===== config.mk =====
export PLATFORM = sky130hd
export DESIGN_NAME = abu_breakpoint
export DESIGN_NICKNAME = d
export VERILOG_FILES = /design/src/abu_pkg.sv /design/src/abu_breakpoint.sv
export SDC_FILE = /design/constraint.sdc
export NUM_CORES = 1
export LEC_CHECK = 0
export ABC_AREA = 1
export BUFFER_PORTS_ARGS = -buffer_cell sky130_fd_sc_hd__buf_2
export CAP_MARGIN = 20
export CELL_PAD_IN_SITES_DETAIL_PLACEMENT = 1
export CELL_PAD_IN_SITES_GLOBAL_PLACEMENT = 1
export CORE_MARGIN = 2
export CORE_UTILIZATION = 31
export CTS_CLUSTER_DIAMETER = 60
export DETAILED_ROUTE_END_ITERATION = 8
export PLACE_DENSITY = 0.85
export REMOVE_ABC_BUFFERS = 1
export SETUP_SLACK_MARGIN = 0.1
export SLEW_MARGIN = 20
export SYNTH_ARGS = -nofsm -noshare
export SYNTH_HDL_FRONTEND = slang
export SYNTH_SLANG_ARGS = --single-unit

===== constraint.sdc =====
create_clock -name clk -period 2 [get_ports clk]
set_clock_uncertainty 0.1 [all_clocks]
set_input_delay 0.1 -clock clk [delete_from_list [all_inputs] [get_ports clk]]
set_output_delay 0.1 -clock clk [all_outputs]
set_load 0.01 [all_outputs]

===== src/abu_pkg.sv =====
// Purpose: constants for the address breakpoint unit
// Assumes: classic wishbone, byte-wide registers in the low bits of a 32-bit word
// Notes:   offsets are byte addresses on the register bus
package abu_pkg;
  localparam logic [15:0] OFF_WAIT_EXIT   = 16'hfe00;
  localparam logic [15:0] OFF_RSVD        = 16'hfe02;
  localparam logic [15:0] OFF_FLAG_PROT   = 16'hfe03;
  localparam logic [15:0] OFF_ADDR_HIGH   = 16'hfe09;
  localparam logic [15:0] OFF_ADDR_LOW    = 16'hfe0a;
  localparam logic [15:0] OFF_CTRL_STAT   = 16'hfe0b;
  localparam logic [15:0] OFF_IRQ_STATUS  = 16'hfe10;
  localparam logic [15:0] OFF_IRQ_MASK    = 16'hfe14;
  localparam int          BIT_ENABLE      = 7;
  localparam int          BIT_ACTIVE      = 6;
  localparam int          BIT_CLEAR_EN    = 7;
  localparam int          BIT_WAIT_BREAK  = 1;
  localparam int          IRQ_BREAK       = 0;
  localparam int          IRQ_WAIT_EXIT   = 1;
  localparam logic [7:0]  SWI_OPCODE      = 8'h83;
  localparam logic [15:0] VEC_NORMAL      = 16'hfffc;
  localparam logic [15:0] VEC_MONITOR     = 16'hfefc;
  localparam logic [7:0]  RESET_BYTE      = 8'h00;
  localparam logic [1:0]  RESET_IRQ       = 2'h0;
endpackage : abu_pkg


===== src/abu_breakpoint.sv =====
// Purpose: address breakpoint unit with software break and flag protection
// Assumes: the cpu qualifies program addresses and marks opcode fetches
// Notes:   registers are read and written over classic wishbone
//
// The Wishbone slave port was chosen for this implementation.
`timescale 1ns/1ps
module abu_breakpoint (
  input  wire logic        clk,
  input  wire logic        rst_n,
  input  wire logic        clkEn,
  input  wire logic        wb_cyc_i,
  input  wire logic        wb_stb_i,
  input  wire logic        wb_we_i,
  input  wire logic [15:0] wb_adr_i,
  input  wire logic [3:0]  wb_sel_i,
  input  wire logic [31:0] wb_dat_i,
  output logic      [31:0] wb_dat_o,
  output logic             wb_ack_o,
  input  wire logic [15:0] cpuAddr,
  input  wire logic        cpuAddrValid,
  input  wire logic        cpuOpcodeFetch,
  input  wire logic        cpuInstrStart,
  input  wire logic        cpuSwiStart,
  input  wire logic        cpuRtiDone,
  input  wire logic        lowPowerMode,
  input  wire logic        waitExit,
  input  wire logic        monitorMode,
  input  wire logic        highTestVoltagePin,
  output logic             breakpointRequest,
  output logic             breakBeforeOpcode,
  output logic      [7:0]  injectOpcode,
  output logic      [15:0] breakVector,
  output logic             breakState,
  output logic             statusClearAllowed,
  output logic             timerFreeze,
  output logic             watchdogDisable,
  output logic             irq
);
  import abu_pkg::*;

  typedef struct packed {
    logic [7:0] addrHigh;
    logic [7:0] addrLow;
    logic       enable;
    logic       active;
    logic       clearEnable;
    logic       waitBreak;
    logic       request;
    logic       reqOpcode;
    logic       pendingOperand;
    logic       forcePending;
    logic       inBreak;
    logic       matchSeen;
    logic [1:0] irqStatus;
    logic [1:0] irqMask;
    logic       ack;
    logic [7:0] rdata;
    logic       vtstS1;
    logic       vtstS2;
  } abu_state_t;

  abu_state_t stQ;
  abu_state_t stD;

  function automatic logic hitReg(input logic [15:0] a, input logic [15:0] off);
    hitReg = (a == off);
  endfunction : hitReg

  logic        busReq;
  logic        wrStb;
  logic        rdStb;
  logic        addrMatch;
  logic [7:0]  wByte;

  assign busReq = wb_cyc_i && wb_stb_i && !stQ.ack;
  assign wrStb  = busReq && wb_we_i && wb_sel_i[0];
  assign rdStb  = busReq && !wb_we_i;
  assign wByte  = wb_dat_i[7:0];
  // an idle bus in wait or stop never advances, so no match is counted there
  assign addrMatch = stQ.enable && cpuAddrValid && !lowPowerMode &&
                     (cpuAddr == {stQ.addrHigh, stQ.addrLow});

  always_comb begin
    stD     = stQ;
    stD.ack = 1'b0;
    stD.vtstS1 = highTestVoltagePin;
    stD.vtstS2 = stQ.vtstS1;
    if (busReq) begin
      stD.ack = 1'b1;
    end
    if (rdStb) begin
      stD.rdata = RESET_BYTE;
      if (hitReg(wb_adr_i, OFF_WAIT_EXIT)) stD.rdata[BIT_WAIT_BREAK] = stQ.waitBreak;
      if (hitReg(wb_adr_i, OFF_FLAG_PROT)) stD.rdata[BIT_CLEAR_EN] = stQ.clearEnable;
      if (hitReg(wb_adr_i, OFF_ADDR_HIGH)) stD.rdata = stQ.addrHigh;
      if (hitReg(wb_adr_i, OFF_ADDR_LOW))  stD.rdata = stQ.addrLow;
      if (hitReg(wb_adr_i, OFF_CTRL_STAT)) begin
        stD.rdata[BIT_ENABLE] = stQ.enable;
        stD.rdata[BIT_ACTIVE] = stQ.active;
      end
      if (hitReg(wb_adr_i, OFF_IRQ_STATUS)) begin
        stD.rdata = {6'h0, stQ.irqStatus};
        // a debugger peeking in break must not lose events unless it asked to
        if (!stQ.inBreak || stQ.clearEnable) stD.irqStatus = 2'h0;
      end
      if (hitReg(wb_adr_i, OFF_IRQ_MASK)) stD.rdata = {6'h0, stQ.irqMask};
    end
    if (wrStb) begin
      if (hitReg(wb_adr_i, OFF_ADDR_HIGH)) stD.addrHigh = wByte;
      if (hitReg(wb_adr_i, OFF_ADDR_LOW))  stD.addrLow  = wByte;
      if (hitReg(wb_adr_i, OFF_FLAG_PROT)) stD.clearEnable = wByte[BIT_CLEAR_EN];
      if (hitReg(wb_adr_i, OFF_IRQ_MASK))  stD.irqMask = wByte[1:0];
      if (hitReg(wb_adr_i, OFF_WAIT_EXIT) && !wByte[BIT_WAIT_BREAK] &&
          (!stQ.inBreak || stQ.clearEnable)) begin
        stD.waitBreak = 1'b0;
      end
      if (hitReg(wb_adr_i, OFF_CTRL_STAT)) begin
        stD.enable = wByte[BIT_ENABLE];
        if (wByte[BIT_ACTIVE]) begin
          stD.active       = 1'b1;
          stD.forcePending = 1'b1;
        end else begin
          stD.active = 1'b0;
        end
      end
    end
    // a taken address stays disarmed until software rewrites either address byte;
    // clearing only the active bit is not enough to re-arm the same address
    if (wrStb && (hitReg(wb_adr_i, OFF_ADDR_HIGH) || hitReg(wb_adr_i, OFF_ADDR_LOW))) begin
      stD.matchSeen = 1'b0;
    end
    if (addrMatch && !stQ.matchSeen && !stQ.inBreak && !stQ.request) begin
      stD.matchSeen = 1'b1;
      stD.active    = 1'b1;
      stD.irqStatus[IRQ_BREAK] = 1'b1;
      if (cpuOpcodeFetch) begin
        stD.request   = 1'b1;
        stD.reqOpcode = 1'b1;
      end else begin
        stD.pendingOperand = 1'b1;
      end
    end
    if ((stQ.pendingOperand || stQ.forcePending) && cpuInstrStart && !stQ.request) begin
      stD.request        = 1'b1;
      stD.reqOpcode      = 1'b0;
      stD.pendingOperand = 1'b0;
      stD.forcePending   = 1'b0;
      stD.irqStatus[IRQ_BREAK] = 1'b1;
    end
    if (stQ.request && cpuSwiStart) begin
      stD.request = 1'b0;
      stD.inBreak = 1'b1;
    end
    if (stQ.inBreak && cpuRtiDone) stD.inBreak = 1'b0;
    if (waitExit && (stQ.request || stQ.forcePending)) begin
      stD.waitBreak = 1'b1;
      stD.irqStatus[IRQ_WAIT_EXIT] = 1'b1;
    end
  end

  always_ff @(posedge clk or negedge rst_n) begin
    if (!rst_n) begin
      stQ <= '0;
    end else if (clkEn) begin
      stQ <= stD;
    end
  end

  assign wb_ack_o           = stQ.ack;
  assign wb_dat_o           = {24'h0, stQ.rdata};
  assign breakpointRequest  = stQ.request;
  assign breakBeforeOpcode  = stQ.request && stQ.reqOpcode;
  assign injectOpcode       = SWI_OPCODE;
  assign breakVector        = monitorMode ? VEC_MONITOR : VEC_NORMAL;
  assign breakState         = stQ.inBreak;
  assign statusClearAllowed = !stQ.inBreak || stQ.clearEnable;
  assign timerFreeze        = stQ.inBreak;
  assign watchdogDisable    = stQ.inBreak && stQ.vtstS2;
  assign irq                = |(stQ.irqStatus & stQ.irqMask);

  property p_req_held;
    @(posedge clk) disable iff (!rst_n)
      (clkEn && stQ.request && !cpuSwiStart) |=> stQ.request;
  endproperty
  a_req_held: assert property (p_req_held) else $error("request dropped early");

  property p_swi_ends_req;
    @(posedge clk) disable iff (!rst_n)
      (clkEn && stQ.request && cpuSwiStart) |=> (!stQ.request && stQ.inBreak);
  endproperty
  a_swi_ends_req: assert property (p_swi_ends_req) else $error("swi did not enter break");

  property p_freeze;
    @(posedge clk) disable iff (!rst_n)
      (clkEn && stQ.request && cpuSwiStart) |=> timerFreeze;
  endproperty
  a_freeze: assert property (p_freeze) else $error("timer not frozen in break");

  property p_clear_block;
    @(posedge clk) disable iff (!rst_n)
      (stQ.inBreak && !stQ.clearEnable) |-> !statusClearAllowed;
  endproperty
  a_clear_block: assert property (p_clear_block) else $error("clear allowed while blocked");

  property p_rti;
    @(posedge clk) disable iff (!rst_n)
      (clkEn && stQ.inBreak && cpuRtiDone) |=> !stQ.inBreak;
  endproperty
  a_rti: assert property (p_rti) else $error("return did not end break");

  property p_no_lowpower_match;
    @(posedge clk) disable iff (!rst_n) lowPowerMode |-> !addrMatch;
  endproperty
  a_no_lowpower_match: assert property (p_no_lowpower_match) else $error("match in low power");

  property p_opcode_match;
    @(posedge clk) disable iff (!rst_n)
      (clkEn && addrMatch && cpuOpcodeFetch && !stQ.matchSeen && !stQ.inBreak && !stQ.request)
      |=> (stQ.request && stQ.active);
  endproperty
  a_opcode_match: assert property (p_opcode_match) else $error("opcode match missed");

  property p_vector;
    @(posedge clk) disable iff (!rst_n)
      monitorMode |-> (breakVector == VEC_MONITOR);
  endproperty
  a_vector: assert property (p_vector) else $error("wrong monitor vector");

  property p_ctrl_zero;
    @(posedge clk) disable iff (!rst_n)
      (clkEn && rdStb && hitReg(wb_adr_i, OFF_CTRL_STAT)) |=> (stQ.rdata[5:0] == 6'h00);
  endproperty
  a_ctrl_zero: assert property (p_ctrl_zero) else $error("reserved control bits nonzero");

  // break sources and their timing

  property p_force_req;
    @(posedge clk) disable iff (!rst_n)
      (clkEn && stQ.forcePending && cpuInstrStart && !stQ.request) |=> stQ.request;
  endproperty
  a_force_req: assert property (p_force_req) else $error("forced break not taken");

  property p_force_write;
    @(posedge clk) disable iff (!rst_n)
      (clkEn && wrStb && hitReg(wb_adr_i, OFF_CTRL_STAT) && wByte[BIT_ACTIVE])
      |=> (stQ.active && (stQ.forcePending || stQ.request));
  endproperty
  a_force_write: assert property (p_force_write) else $error("forced break lost");

  property p_operand_req;
    @(posedge clk) disable iff (!rst_n)
      (clkEn && stQ.pendingOperand && cpuInstrStart && !stQ.request)
      |=> (stQ.request && !stQ.reqOpcode);
  endproperty
  a_operand_req: assert property (p_operand_req) else $error("operand break not taken");

  property p_operand_wait;
    @(posedge clk) disable iff (!rst_n)
      (clkEn && addrMatch && !cpuOpcodeFetch && !stQ.matchSeen && !stQ.inBreak &&
       !stQ.request && !stQ.pendingOperand && !stQ.forcePending) |=> stQ.pendingOperand;
  endproperty
  a_operand_wait: assert property (p_operand_wait) else $error("operand match not held");

  property p_disabled_quiet;
    @(posedge clk) disable iff (!rst_n) !stQ.enable |-> !addrMatch;
  endproperty
  a_disabled_quiet: assert property (p_disabled_quiet) else $error("match while disabled");

  property p_rearm;
    @(posedge clk) disable iff (!rst_n)
      (clkEn && stQ.matchSeen && !wrStb) |=> stQ.matchSeen;
  endproperty
  a_rearm: assert property (p_rearm) else $error("address re-armed without rewrite");

  property p_rti_only;
    @(posedge clk) disable iff (!rst_n)
      (clkEn && stQ.inBreak && !cpuRtiDone) |=> stQ.inBreak;
  endproperty
  a_rti_only: assert property (p_rti_only) else $error("break left without return");

  property p_lowpower_no_req;
    @(posedge clk) disable iff (!rst_n)
      (clkEn && lowPowerMode && !stQ.request && !stQ.pendingOperand && !stQ.forcePending)
      |=> !stQ.request;
  endproperty
  a_lowpower_no_req: assert property (p_lowpower_no_req) else $error("request in low power");

  // register side effects

  property p_active_clear;
    @(posedge clk) disable iff (!rst_n)
      (clkEn && wrStb && hitReg(wb_adr_i, OFF_CTRL_STAT) && !wByte[BIT_ACTIVE] && !addrMatch)
      |=> !stQ.active;
  endproperty
  a_active_clear: assert property (p_active_clear) else $error("active bit not cleared");

  property p_enable_write;
    @(posedge clk) disable iff (!rst_n)
      (clkEn && wrStb && hitReg(wb_adr_i, OFF_CTRL_STAT))
      |=> (stQ.enable == $past(wByte[BIT_ENABLE]));
  endproperty
  a_enable_write: assert property (p_enable_write) else $error("enable bit not written");

  property p_addr_high;
    @(posedge clk) disable iff (!rst_n)
      (clkEn && wrStb && hitReg(wb_adr_i, OFF_ADDR_HIGH)) |=> (stQ.addrHigh == $past(wByte));
  endproperty
  a_addr_high: assert property (p_addr_high) else $error("high address not written");

  property p_addr_low;
    @(posedge clk) disable iff (!rst_n)
      (clkEn && wrStb && hitReg(wb_adr_i, OFF_ADDR_LOW)) |=> (stQ.addrLow == $past(wByte));
  endproperty
  a_addr_low: assert property (p_addr_low) else $error("low address not written");

  property p_wait_flag;
    @(posedge clk) disable iff (!rst_n)
      (clkEn && waitExit && (stQ.request || stQ.forcePending)) |=> stQ.waitBreak;
  endproperty
  a_wait_flag: assert property (p_wait_flag) else $error("wait exit flag not set");

  property p_wait_clear;
    @(posedge clk) disable iff (!rst_n)
      (clkEn && wrStb && hitReg(wb_adr_i, OFF_WAIT_EXIT) && !wByte[BIT_WAIT_BREAK] &&
       (!stQ.inBreak || stQ.clearEnable) && !(waitExit && (stQ.request || stQ.forcePending)))
      |=> !stQ.waitBreak;
  endproperty
  a_wait_clear: assert property (p_wait_clear) else $error("wait exit flag not cleared");

  property p_protect;
    @(posedge clk) disable iff (!rst_n)
      (clkEn && rdStb && hitReg(wb_adr_i, OFF_IRQ_STATUS) && stQ.inBreak && !stQ.clearEnable)
      |=> (($past(stQ.irqStatus) & ~stQ.irqStatus) == 2'h0);
  endproperty
  a_protect: assert property (p_protect) else $error("status cleared while protected");

  property p_wd_idle;
    @(posedge clk) disable iff (!rst_n) !stQ.inBreak |-> !watchdogDisable;
  endproperty
  a_wd_idle: assert property (p_wd_idle) else $error("watchdog off outside break");

  // bus handshake: one ack per request, and never two in a row

  property p_ack_follows;
    @(posedge clk) disable iff (!rst_n) (clkEn && busReq) |=> stQ.ack;
  endproperty
  a_ack_follows: assert property (p_ack_follows) else $error("request not acknowledged");

  property p_ack_pulse;
    @(posedge clk) disable iff (!rst_n) (clkEn && stQ.ack) |=> !stQ.ack;
  endproperty
  a_ack_pulse: assert property (p_ack_pulse) else $error("acknowledge held too long");
endmodule : abu_breakpoint


==> summary.md, run 1 <==
| Metric | Value |
|---|---|
| Status | `complete, no violations` |
| Hold Crit Class | `primary input to flip-flop` |
| CP startpoint kind | `flip-flop` |
| Worst hold slack | `6.04 ps` |
| Cts bufs inserted | `5` |
| DRC | `0` |
| Synthesized area | `0.00299 mm²` |
| Cells after synthesis | `439` |
| Rel. slew slack | `0.639` |
| Initial DRC Count | `71` |
| Reg2Reg Depth | `7` |
| Die extent in x | `102 µm` |
| Share of layout cells above drive strength 1 | `0.203` |
| I/O pin count | `147` |
| Cell type with the highest aggregate area in the netlist | `dfrtp_1` |
| Clock Path Buffers | `2` |
| Reg2reg start | `wb_ack_o` |
| Worst path slowest cell | `dfrtp_1` |
| Seq/Total Area, Yosys | `0.344` |
| Drt pass-1 iters | `4` |
| Syn avg cell area | `6.80 µm²` |
| Final hold vios | `0` |
| Final nets | `600` |
| Sequence of cells on the critical path | `nor2_2, nand3_1, nor2_2, nand4_1, nor2_1, nor2_1, nand2_1` |
| Core Rows | `35` |
| Seq cells post-synth | `41` |
| Layout fillers | `1265` |
| Critical path's largest stage delay | `410 ps` |
| Reg2reg end | `stQ[23]` |
| Ys Warns | `0` |
| Vias per cell | `4.36` |
| Die area | `0.0104 mm²` |
| Tot GR Track Use | `0.168` |
| Post-DRT Antenna Nets | `0` |
| Worst min-delay path startpoint | `wb_dat_i[0]` |
| Die Span Y | `102 µm` |
| Final std cells w/o fill | `647` |
| Leak pwr | `0.00193 µW` |
| Worst Hold End | `stQ[25]` |
| Worst Path Required | `2150 ps` |
| DR vias | `2823` |
| R2R Setup Slk | `310 ps` |
| Vias in the first global route | `2873` |
| Clk pin slew, worst setup/hold paths | `90 ps` |
| Max Slew Vio Count | `0` |
| Port-buffer cells | `72` |
| CTS sink cnt | `41` |
| Netlist cell types | `28` |
| PwrDens | `509 mW/mm²` |
| Top achievable clock speed | `0.591 GHz` |
| RSZ-0062 raised after global routing | `false` |
| H-tree depth | `2` |
| Register area | `0.00103 mm²` |
| WS Path Type | `flip-flop to flip-flop` |
| Worst vdd ir | `0.215 mV` |
| CP Data Arrival Time | `1850 ps` |
| Post-CTS Setup Inserts | `0` |
| Finish-stage setup viols | `0` |
| Multi-input logic area | `0.00141 mm²` |
| Initial antenna violation count | `0` |
| Synth top area share | `0.344` |
| Clk Latency, worst-skew pair | `310 ps` |
| First-pass GRT wire length | `13.6 mm` |
| Top cells by area, synth | `dfrtp_1 (34%), nand2_1 (16%), buf_4 (14%), inv_1 (8.3%), nor2_1 (4.4%)` |
| Wirelength per Cell | `13.0 µm` |
| Inst Count DP | `629` |
| Min-Delay Path Depth | `3` |
| Core area | `0.00928 mm²` |
| Setup TNS | `0 ps` |
| Worst-margin pin slew | `541 ps` |
| CP max FO | `5` |
| Area growth from synthesis to layout | `15.2%` |
| Fin crit period | `1690 ps` |
| CTS tree | `yes` |
| Hold buffer count at CTS | `10` |
| Clock Tree Root | `clkbuf_8` |
| RePlAce Congestion | `0.951` |
| ANT cells | `0` |
| Largest net degree at the start of global routing | `42` |
| Part of the cycle the worst path needs | `0.847` |
| DP HPWL | `6.71 mm` |
| Max_cap viols | `0` |
| Final wirelength | `8.44 mm` |
| Starting Density | `0.322` |
| Post-CTS Resized | `0` |
| Total grt overflow | `0` |
| Crit end category | `flip-flop` |
[logic make-up after synthesis]
kind of cell | after synthesis | share of synthesized area
xor+xnor | 4 | 0.0117
buf+inv | 130 | 0.240
other cells | 2 | 0.00252
flops | 41 | 0.344
compound gates | 40 | 0.0733
simple gates | 222 | 0.329
[state kept, by name, indices dropped and copies added, names as in the netlist]
| name | count |
|---|---|
| stD | 1 |
| breakpointRequest | 1 |
| breakState | 1 |
| wb_dat_o | 8 |
| wb_ack_o | 1 |
| stQ | 29 |
[critical path, delay by kind of cell, from the launching register on]
kind | cells | cell delay [ps]
flip-flops | 1 | 410
AND/OR/NAND/NOR | 7 | 1120
[layout by cell type (no fill, tap or decap)]
cell,n
xnor2_1,4
conb_1,47
o22ai_1,3
dfrtp_1,41
inv_1,66
inv_4,1
clkbuf_8,5
clkinvlp_4,2
nand3_2,3
nor2_2,5
o211ai_1,4
nor3_2,2
nor2_1,35
o21ai_1,19
nand3b_1,2
or2_4,1
dlygate4sd3_1,10
nand2_1,131
or2_2,2
nor3_1,4
o21ai_0,12
nand2_2,3
buf_2,72
o21a_1,1
buf_4,3
o31ai_1,1
inv_2,4
clkbuf_1,1
nand4_1,8
nand3_1,24
nor3_4,2
[worst max-delay path by stage]
stage / startpoint / to / slack, ps / depth (start not counted)
4_1_cts: wb_ack_o / stQ[23] / 310 / 7
6_report: wb_ack_o / stQ[23] / 310 / 7
3_3_place_gp: wb_ack_o / stQ[23] / 350 / 7
5_1_grt: wb_ack_o / stQ[17] / 150 / 6
2_1_floorplan: wb_ack_o / wb_dat_o[7] / 440 / 8
3_5_place_dp: wb_ack_o / stQ[23] / 330 / 7
[synthesized netlist by cell type (all sizes together)]
cell type / n
nor2: 40
o21a: 1
conb: 2
nand2: 134
o211ai: 4
o31ai: 1
buf: 58
clkbuf: 1
nor3: 8
nand3: 27
dfrtp: 41
inv: 71
o22ai: 3
nand3b: 2
o21ai: 31
nand4: 8
xnor2: 4
or2: 3
[final cells by class]
cell class | count | area share
Clock buffer | 6 | 0.0211
Clock inverter | 2 | 0.00437
Inverter | 71 | 0.0782
Multi-Input combinational cell | 313 | 0.411
Sequential cell | 41 | 0.298
Tap cell | 129 | 0.0469
Timing Repair Buffer | 85 | 0.140
[stage by stage]
| step | total power (µW) | utilization | area [µm²] | setup WS, ps |
|---|---|---|---|---|
| finish | 1750 | 0.370 | 3440 | 307 |
| global route | 1840 | 0.370 | 3440 | 146 |
| CTS | 1760 | 0.370 | 3440 | 312 |
| detailed placement | 1170 | 0.350 | 3250 | 334 |
| global placement | 1160 | 0.350 | 3250 | 348 |
| floorplan | 1030 | - | 2710 | 435 |
[where the power goes]
| group | switching, µW | internal [µW] |
|---|---|---|
| logic | 194 | 112 |
| registers | 24.5 | 848 |
| clock network | 325 | 247 |
| total | 544 | 1210 |
[routing by layer]
metal / GRT usage / wire, µm / vias to the layer above
met1: 0.205 / 3680 / 1323
met2: 0.301 / 4200 / 80
li1: - / - / 1408
met3: 0.0253 / 399 / 12
met5: 0 / 0 / -
met4: 0.0605 / 152 / 0
(Power assumes the default switching activity.)
==> inputs of run 2 (changes only) <==
Settings changed: CORE_UTILIZATION 31 to 28, PLACE_DENSITY 0.85 to 0.82.
Clock period 2 ns to 1.37 ns, I/O delays scaled along.
==> summary.md, run 2 (synthesis gave the netlist of run 1 again) <==
| Metric | Value |
|---|---|
| Leak pwr | `0.00241 µW (+25%)` |
| Part of the cycle the worst path needs | `1.32 (+0.478)` |
| RSZ-0062 raised after global routing | `true` |
| CP startpoint kind | `flip-flop` |
| Largest net degree at the start of global routing | `27 (-36%)` |
| RePlAce Congestion | `0.878 (-7.6%)` |
| Die Span Y | `107 µm (+5.0%)` |
| WS Path Type | `flip-flop to flip-flop` |
| Final instance area | `0.00456 mm² (+33%)` |
| Largest register FFs | `29 (unchanged)` |
| Clk Latency, worst-skew pair | `320 ps (about the same)` |
| Die extent in x | `107 µm (+5.0%)` |
| Dpl ws | `-386 ps (-720 ps)` |
| Wirelength per Cell | `19.4 µm (+49%)` |
| Final wirelength | `14.2 mm (+68%)` |
| PwrDens | `650 mW/mm² (+28%)` |
| I/O pin count | `147 (unchanged)` |
| Vias per cell | `4.89 (+12%)` |
| Vias in the first global route | `3692 (+29%)` |
| Final std cells w/o fill | `730 (+13%)` |
| Max Slew Vio Count | `0 (unchanged)` |
| Top achievable clock speed | `0.551 GHz (-6.7%)` |
| ANT cells | `0 (unchanged)` |
| Area growth from synthesis to layout | `52.7%` |
| Finish-stage setup viols | `38 (+38)` |
| First-pass GRT wire length | `18.9 mm (+39%)` |
| Core area | `0.0103 mm² (+11%)` |
| DP HPWL | `8.06 mm (+20%)` |
| Tot GR Track Use | `0.214 (+0.0462)` |
| Die area | `0.0115 mm² (+10%)` |
| Total grt overflow | `0 (unchanged)` |
| Starting Density | `0.289 (-0.0324)` |
| Most frequent cells in the layout | `nand2_1 (93), buf_2 (68), inv_1 (62), buf_4 (59), conb_1 (47)` |
| Worst Path Required | `1520 ps (-630 ps)` |
| Final hold vios | `1 (+1)` |
| Drt pass-1 iters | `5 (+1)` |
| CTS sink cnt | `41 (unchanged)` |
| DR vias | `3567 (+26%)` |
| Max_cap viols | `0 (unchanged)` |
| Initial antenna violation count | `0 (unchanged)` |
| Status | `finished with violations` |
| Cts bufs inserted | `5 (unchanged)` |
| Violated checks | `negative hold slack, negative setup slack` |
| Post-DP Area | `0.00369 mm² (+13%)` |
| Fin crit period | `1810 ps (+122 ps)` |
| Inst Count DP | `691 (+9.9%)` |
| Post-DRT Antenna Nets | `0 (unchanged)` |
| Reg with most FFs | `stQ` |
| Port-buffer cells | `72 (unchanged)` |
| Final WS setup | `-445 ps (-752 ps)` |
| Hold Crit Class | `primary input to flip-flop` |
| CTS tree | `yes` |
| Clock Path Buffers | `2 (unchanged)` |
| DRC | `0 (unchanged)` |
| CP Data Arrival Time | `1960 ps (+110 ps)` |
| Most common cell after layout, fill and taps aside | `nand2_1` |
| Crit end category | `flip-flop` |
| Initial DRC Count | `269 (+280%)` |
| Core Rows | `37 (+5.7%)` |
| Share of layout cells above drive strength 1 | `0.438 (+0.235)` |
| Worst hold slack | `-14.2 ps (-20.3 ps)` |
| Clk pin slew, worst setup/hold paths | `90 ps (about the same)` |
| H-tree depth | `2 (unchanged)` |
| Worst vdd ir | `0.367 mV (+70%)` |
| Final Util | `0.442 (+0.0712)` |
| Final nets | `676 (+13%)` |
| Clock Tree Root | `clkbuf_8` |
| CP max FO | `4 (-1)` |
==> run 2: cell type report <==
class                           instances  area (µm²)
Inverter                               71         272
Timing Repair Buffer                  157        1140
Tap cell                              136         170
Clock buffer                            7        96.3
Multi-Input combinational cell        317        1850
Fill cell                            1292        5760
Clock inverter                          1        5.00
Sequential cell                        41        1030
==> run 2: critical path, stage by stage (launching register included) <==
cell	delay, ps
dfrtp_1	430
inv_1	90
nor2_1	60
buf_4	130
nor2_2	90
nand4_1	150
nor2_1	220
nand3_1	180
nor2_1	140
nor2_1	80
nand2_1	90
==> run 2: layer usage <==
metal / vias to the layer above / wire length (µm) / GRT usage / share of wire
met4: 0 / 751 / 0.0928 / 0.053
li1: 1563 / - / - / -
met2: 215 / 7120 / 0.386 / 0.50
met1: 1728 / 5250 / 0.241 / 0.37
met5: - / 0 / 0 / 0
met3: 61 / 1040 / 0.0472 / 0.073
==> run 2: final timing paths <==
check | slack (ps) | startpoint | cells after the start | end
hold / removal | -10 | cpuSwiStart | 3 | breakState
setup / recovery | -440 | stQ[35] | 10 | stQ[23]
hold reg to reg | 380 | wb_dat_o[4] | 2 | wb_dat_o[4]
min in group asynchronous | 140 | rst_n | 2 | wb_dat_o[4]
max in group asynchronous | 510 | rst_n | 3 | stQ[18]
setup reg to reg | -440 | stQ[35] | 10 | stQ[23]
==> run 2: power by group <==
part	total (µW)	internal, µW	switching [µW]
combinational	723	305	418
sequential	1270	1240	30.2
clock	973	458	515
==> run 2: through the flow <==
step	hold WS, ps	setup TNS (ps)	total power (µW)
after detailed placement	-53.9	-8760	1800
after CTS	0.0200	-4340	2830
after floorplan	-327	-1420	1500
after global placement	-66.7	-4350	1780
after global routing	31.5	-9910	3060
final	-14.2	-8000	2960
==> run 2: repair_timing <==
item / 4_1_cts / 5_1_grt
setup buffers: 9 / 10
gates resized for setup: 63 / 72
setup endpoints to repair: 39 / 42
hold buffers: 11 / 0
endpoints found under the hold margin: 54 / 0
pin swaps: 12 / 27
cloned: 4 / 0
